[src/sros_pkg.sv]
package sros_pkg;
  // ---------------------------------------------------------------
  // register map (plain port, word index)
  // ---------------------------------------------------------------
  localparam logic [3:0] ADDR_WAIT_SEL = 4'h0;  // stab_wait_select
  localparam logic [3:0] ADDR_FLAGS = 4'h1;     // stab_progress_flags
  localparam logic [3:0] ADDR_CTRL = 4'h2;      // ring_osc_halt, clock source, stop request
  localparam logic [3:0] ADDR_STATUS = 4'h3;    // state and oscillator status
  // ---------------------------------------------------------------
  // fields and reset values
  // ---------------------------------------------------------------
  localparam int FLAG_W = 5;
  localparam logic [2:0] WAIT_SEL_RST = 3'h5;
  localparam logic [2:0] WAIT_SEL_MAX = 3'h5;
  localparam int CTRL_HALT_BIT = 0;
  localparam int CTRL_SRC_BIT = 1;
  localparam int CTRL_STOP_BIT = 2;
  // counts of crystal cycles per step, step k ends at 2^(STEP_BASE+k)
  localparam int STEP_BASE = 11;
  localparam int CNT_W = STEP_BASE + FLAG_W;
  // ---------------------------------------------------------------
  // ring oscillator timing
  // ---------------------------------------------------------------
  localparam int CLK_HZ = 100_000_000;
  localparam int RING_TYP_HZ = 240_000;
  localparam int RING_MIN_HZ = 120_000;
  localparam int RING_DIV = CLK_HZ / RING_TYP_HZ;       // rounds down
  localparam int RING_DIV_SLOW = CLK_HZ / RING_MIN_HZ;  // worst case
  localparam int PRE_W = 8;
  // ---------------------------------------------------------------
  // states
  // ---------------------------------------------------------------
  typedef enum logic [1:0] {
    ST_RUN = 2'b00,
    ST_STOP = 2'b01,
    ST_START = 2'b11,
    ST_WAIT = 2'b10
  } sros_state_t;
  typedef struct packed {
    logic halt;
    logic src_ring;
  } sros_ctrl_t;
endpackage

[src/sros_ring_div.sv]
`timescale 1ns/100ps
`default_nettype none
module sros_ring_div
  import sros_pkg::*;
#(
  parameter int DIV = RING_DIV
)
(
  input wire logic clk_i,
  input wire logic rst_i,
  input wire logic run_i,
  output logic tick_o
);
  localparam int CW = $clog2(DIV + 1);
  logic [CW-1:0] cnt_q;
  logic [CW-1:0] cnt_d;
  logic tick_d;

  initial
  begin
    if (DIV < 2)
      $error("ring divider must be at least 2");
  end

  // count clock cycles per ring oscillator period
  always_comb
  begin
    cnt_d = cnt_q;
    tick_d = 1'b0;
    if (run_i)
    begin
      if (cnt_q == CW'(DIV - 1))
      begin
        cnt_d = '0;
        tick_d = 1'b1;
      end
      else
        cnt_d = cnt_q + 1'b1;
    end
  end

  always_ff @(posedge clk_i)
  begin
    if (rst_i)
    begin
      cnt_q <= '0;
      tick_o <= 1'b0;
    end
    else
    begin
      cnt_q <= cnt_d;
      tick_o <= tick_d;
    end
  end
endmodule
`default_nettype wire

[src/sros_top.sv]
// Behaviour
// (RULE1) with the ring clock feeding the cpu, software picks a wait no shorter than it polls.
// (RULE2) the stabilization counter stops at the selected wait so no later flag ever sets.
// (RULE3) counting starts only once the crystal has started oscillating, whatever released stop.
// (RULE4) with the ring clock selected the prescaler divides the ring oscillator output.
// (RULE5) the ring halt control acts only when the halt option strap allows it.
// (RULE6) worst-case ring durations are worked out at 120 kHz.
// (RULE7) flags set one by one from the shortest step and then stay set.
// (RULE8) with the crystal feeding the cpu, software sets the wait select before stop.
// (RULE9) software confirms the elapsed wait from the flags before changing the select.
// (RULE10) stop entry clears the flags; release counts from zero and resumes at the wait.
`timescale 1ns/100ps
`default_nettype none
module sros_top
  import sros_pkg::*;
#(
  parameter int STEPS = FLAG_W
)
(
  // clock and reset
  input wire logic MCLK_I,
  input wire logic RST_I,
  // register port
  input wire logic [3:0] ADDR_I,
  input wire logic [7:0] WDATA_I,
  input wire logic WR_I,
  input wire logic RD_I,
  output logic [7:0] RDATA_O,
  // oscillator and standby
  input wire logic HALT_OPTION_I,
  input wire logic MAIN_CRYSTAL_TICK_I,
  input wire logic OSC_STARTED_I,
  input wire logic RELEASE_I,
  output logic CPU_RUN_O,
  output logic MAIN_OSC_EN_O,
  output logic RING_OSC_EN_O,
  output logic [PRE_W-1:0] PRESCALER_O
);
  initial
  begin
    if (STEPS != FLAG_W)
      $error("step count must match the flag field width");
  end

  // ---------------------------------------------------------------
  // state
  // ---------------------------------------------------------------
  sros_state_t st_q, st_d;
  logic [2:0] sel_q, sel_d;
  logic [FLAG_W-1:0] flags_q, flags_d;
  logic [CNT_W-1:0] cnt_q, cnt_d;
  sros_ctrl_t ctrl_q, ctrl_d;
  logic [PRE_W-1:0] pre_q, pre_d;
  logic [7:0] rdata_d;
  logic run_d, main_en_d, ring_en_d;
  logic ring_tick;

  // step k elapsed once the count reaches 2^(STEP_BASE+k)
  function automatic logic step_done(input logic [CNT_W-1:0] c, input int k);
    step_done = (c >= (CNT_W'(1) << (STEP_BASE + k)));
  endfunction

  // ring enable: halt honoured only with option strap
  assign ring_en_d = !(ctrl_q.halt && HALT_OPTION_I); // RULE5

  sros_ring_div #(.DIV(RING_DIV)) u_div (
    .clk_i(MCLK_I),
    .rst_i(RST_I),
    .run_i(ring_en_d),
    .tick_o(ring_tick)
  );

  // ---------------------------------------------------------------
  // standby sequence and registers
  // ---------------------------------------------------------------
  always_comb
  begin
    st_d = st_q;
    sel_d = sel_q;
    flags_d = flags_q;
    cnt_d = cnt_q;
    ctrl_d = ctrl_q;
    if (WR_I && ADDR_I == ADDR_WAIT_SEL)
      sel_d = (WDATA_I[2:0] > WAIT_SEL_MAX) ? WAIT_SEL_MAX : WDATA_I[2:0];
    if (WR_I && ADDR_I == ADDR_CTRL)
    begin
      ctrl_d.halt = WDATA_I[CTRL_HALT_BIT];
      ctrl_d.src_ring = WDATA_I[CTRL_SRC_BIT];
    end
    unique case (st_q)
      ST_RUN:
      begin
        if (WR_I && ADDR_I == ADDR_CTRL && WDATA_I[CTRL_STOP_BIT])
        begin
          st_d = ST_STOP;
          flags_d = '0; // RULE10
        end
      end
      ST_STOP:
      begin
        if (RELEASE_I)
          st_d = ST_START;
      end
      ST_START:
      begin
        cnt_d = '0;
        if (OSC_STARTED_I)
          st_d = ST_WAIT; // RULE3
      end
      ST_WAIT:
      begin
        if (MAIN_CRYSTAL_TICK_I)
          cnt_d = cnt_q + 1'b1; // RULE10
        for (int k = 0; k < FLAG_W; k++)
        begin
          if (k < int'(sel_q) && step_done(cnt_q, k))
            flags_d[k] = 1'b1; // RULE7 RULE2
        end
        if (sel_q == '0 || step_done(cnt_q, int'(sel_q) - 1))
          st_d = ST_RUN; // RULE2 RULE10
      end
    endcase
  end

  // cpu and crystal enables, read data, prescaler
  always_comb
  begin
    run_d = (st_d == ST_RUN);
    main_en_d = (st_d != ST_STOP) || ctrl_d.src_ring;
    rdata_d = 8'h00;
    if (RD_I)
    begin
      unique case (ADDR_I)
        ADDR_WAIT_SEL: rdata_d = {5'h00, sel_q};
        ADDR_FLAGS: rdata_d = {3'h0, flags_q};
        ADDR_CTRL: rdata_d = {6'h00, ctrl_q.src_ring, ctrl_q.halt};
        ADDR_STATUS: rdata_d = {4'h0, ring_en_d, OSC_STARTED_I, st_q};
        default: rdata_d = 8'h00;
      endcase
    end
    pre_d = pre_q;
    if (ctrl_q.src_ring ? ring_tick : MAIN_CRYSTAL_TICK_I)
      pre_d = pre_q + 1'b1; // RULE4
  end

  always_ff @(posedge MCLK_I)
  begin
    if (RST_I)
    begin
      st_q <= ST_RUN;
      sel_q <= WAIT_SEL_RST;
      flags_q <= '0;
      cnt_q <= '0;
      ctrl_q <= '0;
      pre_q <= '0;
      RDATA_O <= 8'h00;
      CPU_RUN_O <= 1'b1;
      MAIN_OSC_EN_O <= 1'b1;
      RING_OSC_EN_O <= 1'b1;
      PRESCALER_O <= '0;
    end
    else
    begin
      st_q <= st_d;
      sel_q <= sel_d;
      flags_q <= flags_d;
      cnt_q <= cnt_d;
      ctrl_q <= ctrl_d;
      pre_q <= pre_d;
      RDATA_O <= rdata_d;
      CPU_RUN_O <= run_d;
      MAIN_OSC_EN_O <= main_en_d;
      RING_OSC_EN_O <= ring_en_d;
      PRESCALER_O <= pre_d;
    end
  end

  // ---------------------------------------------------------------
  // ring period watch for the checks below
  // ---------------------------------------------------------------
  localparam int GAP_W = $clog2(RING_DIV_SLOW + 1);
  localparam logic [GAP_W-1:0] GAP_MAX = GAP_W'(RING_DIV_SLOW);
  logic [GAP_W-1:0] gap_q, gap_d;

  // cycles since the last ring tick, held at the worst-case period
  always_comb
  begin
    gap_d = gap_q;
    if (!ring_en_d || ring_tick)
      gap_d = '0;
    else if (gap_q != GAP_MAX)
      gap_d = gap_q + 1'b1;
  end

  always_ff @(posedge MCLK_I)
  begin
    if (RST_I)
      gap_q <= '0;
    else
      gap_q <= gap_d;
  end
endmodule
`default_nettype wire
[config.mk]
export PLATFORM = sky130hd
export DESIGN_NAME = sros_top
export DESIGN_NICKNAME = d
export VERILOG_FILES = /design/src/sros_pkg.sv /design/src/sros_ring_div.sv /design/src/sros_top.sv
export SDC_FILE = /design/constraint.sdc
export NUM_CORES = 1
export LEC_CHECK = 0
export ABC_AREA = 1
export CAP_MARGIN = 20
export CELL_PAD_IN_SITES_DETAIL_PLACEMENT = 0
export CELL_PAD_IN_SITES_GLOBAL_PLACEMENT = 1
export CORE_MARGIN = 2
export CORE_UTILIZATION = 25
export DETAILED_ROUTE_END_ITERATION = 16
export DONT_BUFFER_PORTS = 1
export GPL_ROUTABILITY_DRIVEN = 0
export PLACE_DENSITY = 0.53
export SYNTH_ARGS = -nofsm -noshare
export SYNTH_HDL_FRONTEND = slang
export SYNTH_HIERARCHICAL = 1
export SYNTH_SLANG_ARGS = --single-unit
[constraint.sdc]
create_clock -name MCLK_I -period 2.65 [get_ports MCLK_I]
set_clock_uncertainty 0.1 [all_clocks]
set_input_delay 0.6625 -clock MCLK_I [delete_from_list [all_inputs] [get_ports MCLK_I]]
set_output_delay 0.6625 -clock MCLK_I [all_outputs]
set_load 0.005 [all_outputs]
; ---- After elaboration in Yosys (flattened, before gate mapping)
; Cells that the tools add are included.
[totals]
romBits = 0
memories = 0
output_inout_bits = 19
ram_bits = 0
input_bits = 20
regBits = 57
word_cells = 97
latchBits = 0
[op_classes]
n_div = 0
order_cmp = 12
n_reduce_logical = 26
muxes = 20
addsub = 5
shift = 1
n_eq_ne = 15
n_bitwise = 1
n_mul = 0
[ops]
columns = op, count
row1 = case mux 16 bit (2 select lines), 1
row2 = << shifter 1 x 32 -> 16 bit (first input constant), 1
row3 = case mux 5 bit (4 select lines), 1
row4 = adder 16 x 1 -> 16 bit (second input constant), 1
row5 = greater-or-equal comparator 16 x 12 -> 1 bit (second input constant), 1
row6 = greater-or-equal comparator 16 x 13 -> 1 bit (second input constant), 1
row7 = greater-or-equal comparator 16 x 14 -> 1 bit (second input constant), 1
row8 = greater-or-equal comparator 16 x 15 -> 1 bit (second input constant), 1
row9 = greater-or-equal comparator 16 bit, 1
row10 = greater-or-equal comparator 16 bit (second input constant), 1
row11 = two-way mux 16 bit, 1
row12 = AND reduction 3 bit, 5
row13 = inequality test 2 bit (second input constant), 7
row14 = case mux 5 bit (2 select lines), 1
row15 = adder 9 x 1 -> 9 bit (second input constant), 1
row16 = == test 9 bit (second input constant), 1
row17 = logical AND 1 bit, 9
row18 = two-way mux 9 bit, 1
row19 = adder 8 x 1 -> 8 bit (second input constant), 1
row20 = == test 4 x 2 -> 1 bit (second input constant), 2
row21 = two-way mux 1 bit, 8
row22 = two-way mux 2 bit, 4
row23 = case mux 2 bit (4 select lines), 1
row24 = adder 5 x 4 -> 6 bit (first input constant), 1
row25 = other kinds (20), 27

; ---- Depth between registers and ports, before layout
[depth]
ltp_word = 9
ltp_mapped = 22
depth_no_buf = 22

; ---- Cells and area by module
; The synthesis kept the hierarchy.
[by_module_without_submodules]
columns = module, area_per_inst_um2, cells_each, seq_area_each_um2, instances
row1 = sros_top, 2588.7, 360, 880.8, 1
row2 = sros_ring_div, 493.0, 67, 200.2, 1

; ---- Least setup slack after synthesis
; No wires, ideal clock.
[synth_timing]
kind = register to register
startpoint = register sel_q[0]
endpoint = register CPU_RUN_O
n_path_buf = 0
setup_slack_ps = -112
arrival_time_ps = 2538
synth_period_minus_slack_ps = 2762
path_stages_with_launch = 17
setup_time_ps = 123
required_ps = 2427
cell_sequence = dfxtp_1 > inv_1 > ha_1 > ha_1 > inv_1 > ha_1 > nand3_1 > or2_2 > ha_1 > a21oi_1 > nor3_1 > nor3_1 > nand2_1 > nand2_1 > nand2_1 > nand3_1 > nand2_1
[synth_via]
elab_chain_cells = 8
word_cells_on_any_way = 9
cone_classes = 2 x add/sub / 1 x order compare / 1 x shift / 2 x mux / 3 x reduce/logical
[synth_lines]
columns = element, line
row1 = start: declaration, sros_top.sv:49  ; logic [2:0] sel_q, sel_d;
row2 = start signal: assignment, sros_top.sv:165  ; sel_q <= sel_d;
row3 = subtractor 3 x 1 -> 4 bit, sros_top.sv:119  ; if (sel_q == '0 || step_done(cnt_q, int'(sel_q) - 1))
row4 = adder 5 x 4 -> 6 bit, sros_top.sv:60  ; step_done = (c >= (CNT_W'(1) << (STEP_BASE + k)));
row5 = << shifter 1 x 32 -> 16 bit, sros_top.sv:60
row6 = greater-or-equal comparator 16 bit, sros_top.sv:60
row7 = logical OR 1 bit *, sros_top.sv:119
row8 = two-way mux 2 bit *, sros_top.sv:119
row9 = case mux 2 bit (4 select lines) *, sros_top.sv:90  ; unique case (st_q)
row10 = logical NOT 2 bit *, sros_top.sv:128  ; run_d = (st_d == ST_RUN);
row11 = end signal: assignment, sros_top.sv:171  ; CPU_RUN_O <= run_d;
row12 = end: declaration, sros_top.sv:34  ; output logic CPU_RUN_O,
; Mark *: on every way between the ends. The rest lies on a longest branch, timed or not.
; A chain may end at the register's enable or synchronous reset.

; ---- Final worst setup path
[layout_timing]
startpoint = register sel_q[1]
endpoint = register CPU_RUN_O
; The elaborated chain is that of the path after synthesis.

==> flow_summary.toml <==
[status]
status = "finished, violations left"
violations = "negative setup slack"

[min_path]
min_path_cells = 1
hp-class = "input port to flop"
min_from = "RST_I"
whs_endpoint = "st_q[1]$_SDFF_PP0_"

[pwr]
p_total_uw = 1630
powerDensity_nw_per_um2 = 448
p_leak_uw = 0.00153
ir_drop_mv = 0.251

[logic_synthesis]
yosysSeqAreaShare = 0.351
muxShareOfSynthArea = 0
ys_top_cells_by_area = "dfxtp_1 (35%), ha_1 (12%), nand2_1 (10%)"
synth.distinct_cells = 37
yosys.cell_count.top_type = "nand2_1"
synthArstFlopShare = 0
syn_area_um2 = 3080
synth_area_per_cell_um2 = 7.22
yosysWarnings = 6
ys_ff_latch = 54
synth_compound_area_frac = 0.128
synth_common_cells = "nand2_1 (82), inv_1 (60), dfxtp_1 (54)"
synth_ff_type = "dfxtp_1"
synth_top_cell_by_area = "dfxtp_1"
synth-edff-count = 0
synthSimpleGateAreaFrac = 0.309
synthAdderAreaFrac = 0.118
synth_xor_area_frac = 0.00568
netlist_instances = 427
synth_top_family_by_area = "simple AND/OR/NAND/NOR gates"
synth.top_cell.area_share = 0.351

[worst_setup_path]
cp_top_family = "simple AND/OR/NAND/NOR gates"
worstRegToRegCells = 19
cp-start-kind = "flop"
worstPathMaxFanout = 7
path_class = "flop to flop"
cp.arrival_ns = 2.77
critPathRequiredTime_ns = 2.74
end_kind = "flop"
r2r_slack_ns = -0.03
regToRegEndpoint = "CPU_RUN_O$_SDFF_PP1_"
cp_slowest_cell = "dfxtp_2"
cpMostUsedCell = "nand2_1"
crit_buf_inv = 4
cpPeakStageDelay_ns = 0.33
rr_startpoint = "sel_q[1]$_SDFFE_PP0P_"
crit_chain = "inv_2 > ha_4 > ha_4 > buf_4 > nor2_1 > nand2_2 > buf_4 > buf_4 > nand4_1 > ha_1 > a21oi_1 > o21a_1 > nand2_1 > nand2_1 > nand2_1 > nand2_1 > nand2_2 > nand3_2 > nand2_1"

[grt]
gr-usage-all-layers = 0.122
grt-ovfl-total = 0
grt_max_degree = 18
grt_antenna_before_repair = 0
grt_pass1_wl_um = 12800
grt_pass1_vias = 2579

[routing]
vias = 2741
routedWlPerCell_um = 12.9
wirelength_um = 7740
vias_per_cell = 4.58
route.detailed.drc = 0
drt-pass1-iter-count = 4
drtIter0Drc = 114
antenna_left = 0

[floorplanning]
core-area_um2 = 12000
row_count = 40
initial_core_util = 0.257
io_pins = 39
die_width_um = 115
dieArea_um2 = 13200
die_y_um = 115

[final_layout]
multi_input_area_um2 = 1840
fill_cells = 1318
nets = 499
area_growth_pct = 18.1
seq_area_um2 = 1080
antenna_cells = 0
drive_gt1_frac = 0.151

[sta]
min_period_over_period = 1.01
drv_slew = 0
max_freq_mhz = 374
worst_slew_pin_slew_ns = 0.721
finalHoldViolCount = 0
setup_viol = 2
rsz0062_at_grt = "true"
min_period_ns = 2.68
fin_ws_ns = -0.0264
max_slew_margin = 0.515

[flow_run]
maxCapViolCount = 0

[clock_network]
path_clk_slew_ns = 0.07
postCtsHoldBufs = 0
clk_latency_ns = 0.29
cts_buffers = 5
cts_htree_levels = 2
cts_tree = "built"
cts_sinks = 54
cts_root_buf = "clkbuf_16"
clk_path_buf_depth = 2

[placed_design]
post-dp-hpwl_um = 5990
pre_cts_ws_ns = -0.135
portBuffers = 0
==> repair_timing <==
action / CTS / global route
gates cloned: 1 / 0
setup buffers: 0 / 4
endpoints found under the setup margin: 3 / 3
resized for setup: 14 / 9
pin swaps: 11 / 15
==> metrics by stage <==
step                      area (um2)  std cells   util  hold WS (ns)  TNS (ns)
after floorplan                 3100        429      -         0.296         0
after global placement          3360        585  0.280         0.303    -0.374
after detailed placement        3360        585  0.280         0.314    -0.304
after CTS                       3560        594  0.297         0.322         0
after global routing            3640        598  0.303         0.319    -0.697
final                           3640        598  0.303         0.331   -0.0312
==> state kept, by name (all words and copies together), names as in the netlist <==
register and count:
RDATA_O 5, pre_q 8, sel_q 3, CPU_RUN_O 1, flags_q 5, st_q 2
RING_OSC_EN_O 1, MAIN_OSC_EN_O 1, ctrl_q 2, u_div/cnt_q 9, cnt_q 16, u_div/tick_o 1
==> logic make-up after synthesis <==
| logic type | count (synthesis) |
|---|---|
| AND/OR/NAND/NOR | 203 |
| AO/OA/AOI/OAI | 70 |
| buffers and inverters | 68 |
| flip-flops | 54 |
| adder cells (fa/ha/maj) | 29 |
| XOR/XNOR | 2 |
| other | 1 |
==> worst register-to-register path, delay by kind of cell (launching register included) <==
family                     cells  cell delay [ns]
DFF                            1             0.33
and+or+nand+nor               10             0.76
buffers and inverters          4             0.49
AOI/OAI and AO/OA              2             0.28
adders and majority gates      3             0.63
==> report_power, final <==
group | switching [uW] | internal, uW
logic | 77.2 | 54.3
clock network | 314 | 352
registers | 11.0 | 822
total | 402 | 1230
==> how the worst max path moves through the flow <==
stage,depth (start not counted),startpoint,to,slack (ns)
after floorplan,16,sel_q[0]$_SDFFE_PP1P_,CPU_RUN_O$_SDFF_PP1_,0.006
final,19,sel_q[1]$_SDFFE_PP0P_,CPU_RUN_O$_SDFF_PP1_,-0.03
after global placement,21,sel_q[0]$_SDFFE_PP1P_,CPU_RUN_O$_SDFF_PP1_,-0.16
after detailed placement,21,sel_q[0]$_SDFFE_PP1P_,CPU_RUN_O$_SDFF_PP1_,-0.13
after global routing,21,sel_q[0]$_SDFFE_PP1P_,CPU_RUN_O$_SDFF_PP1_,-0.24
after CTS,17,sel_q[0]$_SDFFE_PP1P_,CPU_RUN_O$_SDFF_PP1_,0.002
==> metal layers <==
layer	global-route usage	vias up	part of all wire
li1	-	1454	-
met1	0.175	1247	0.52
met2	0.185	35	0.43
met3	0.0295	5	0.038
met4	0.0289	0	0.0079
met5	0	-	0
==> cell type report <==
cell class / instances / share of cell area
Clock buffer: 6 / 0.0354
Clock inverter: 2 / 0.00378
Inverter: 61 / 0.0636
Multi-Input combinational cell: 308 / 0.507
Sequential cell: 54 / 0.298
Tap cell: 147 / 0.0506
Timing Repair Buffer: 20 / 0.0423
==> placed cells by master, fill, tap and decap left out, types with 2 or more instances in the layout <==
cell type	count
conb_1	3
ha_1	25
nand4_1	18
nand3_1	21
inv_1	57
nor3_1	11
o21ai_0	19
nor2_1	45
nor2_4	6
nand2_2	8
a221oi_1	2
buf_4	19
nor2_2	3
nand3_2	5
o22ai_1	2
inv_2	3
clkbuf_16	5
dfxtp_2	2
dfxtp_1	52
o21ai_2	2
and3_1	2
o211ai_1	4
or2_4	2
ha_4	4
a21oi_1	33
nand2_4	2
nand2_1	79
No activity file was read; power rests on OpenSTA's default activity.
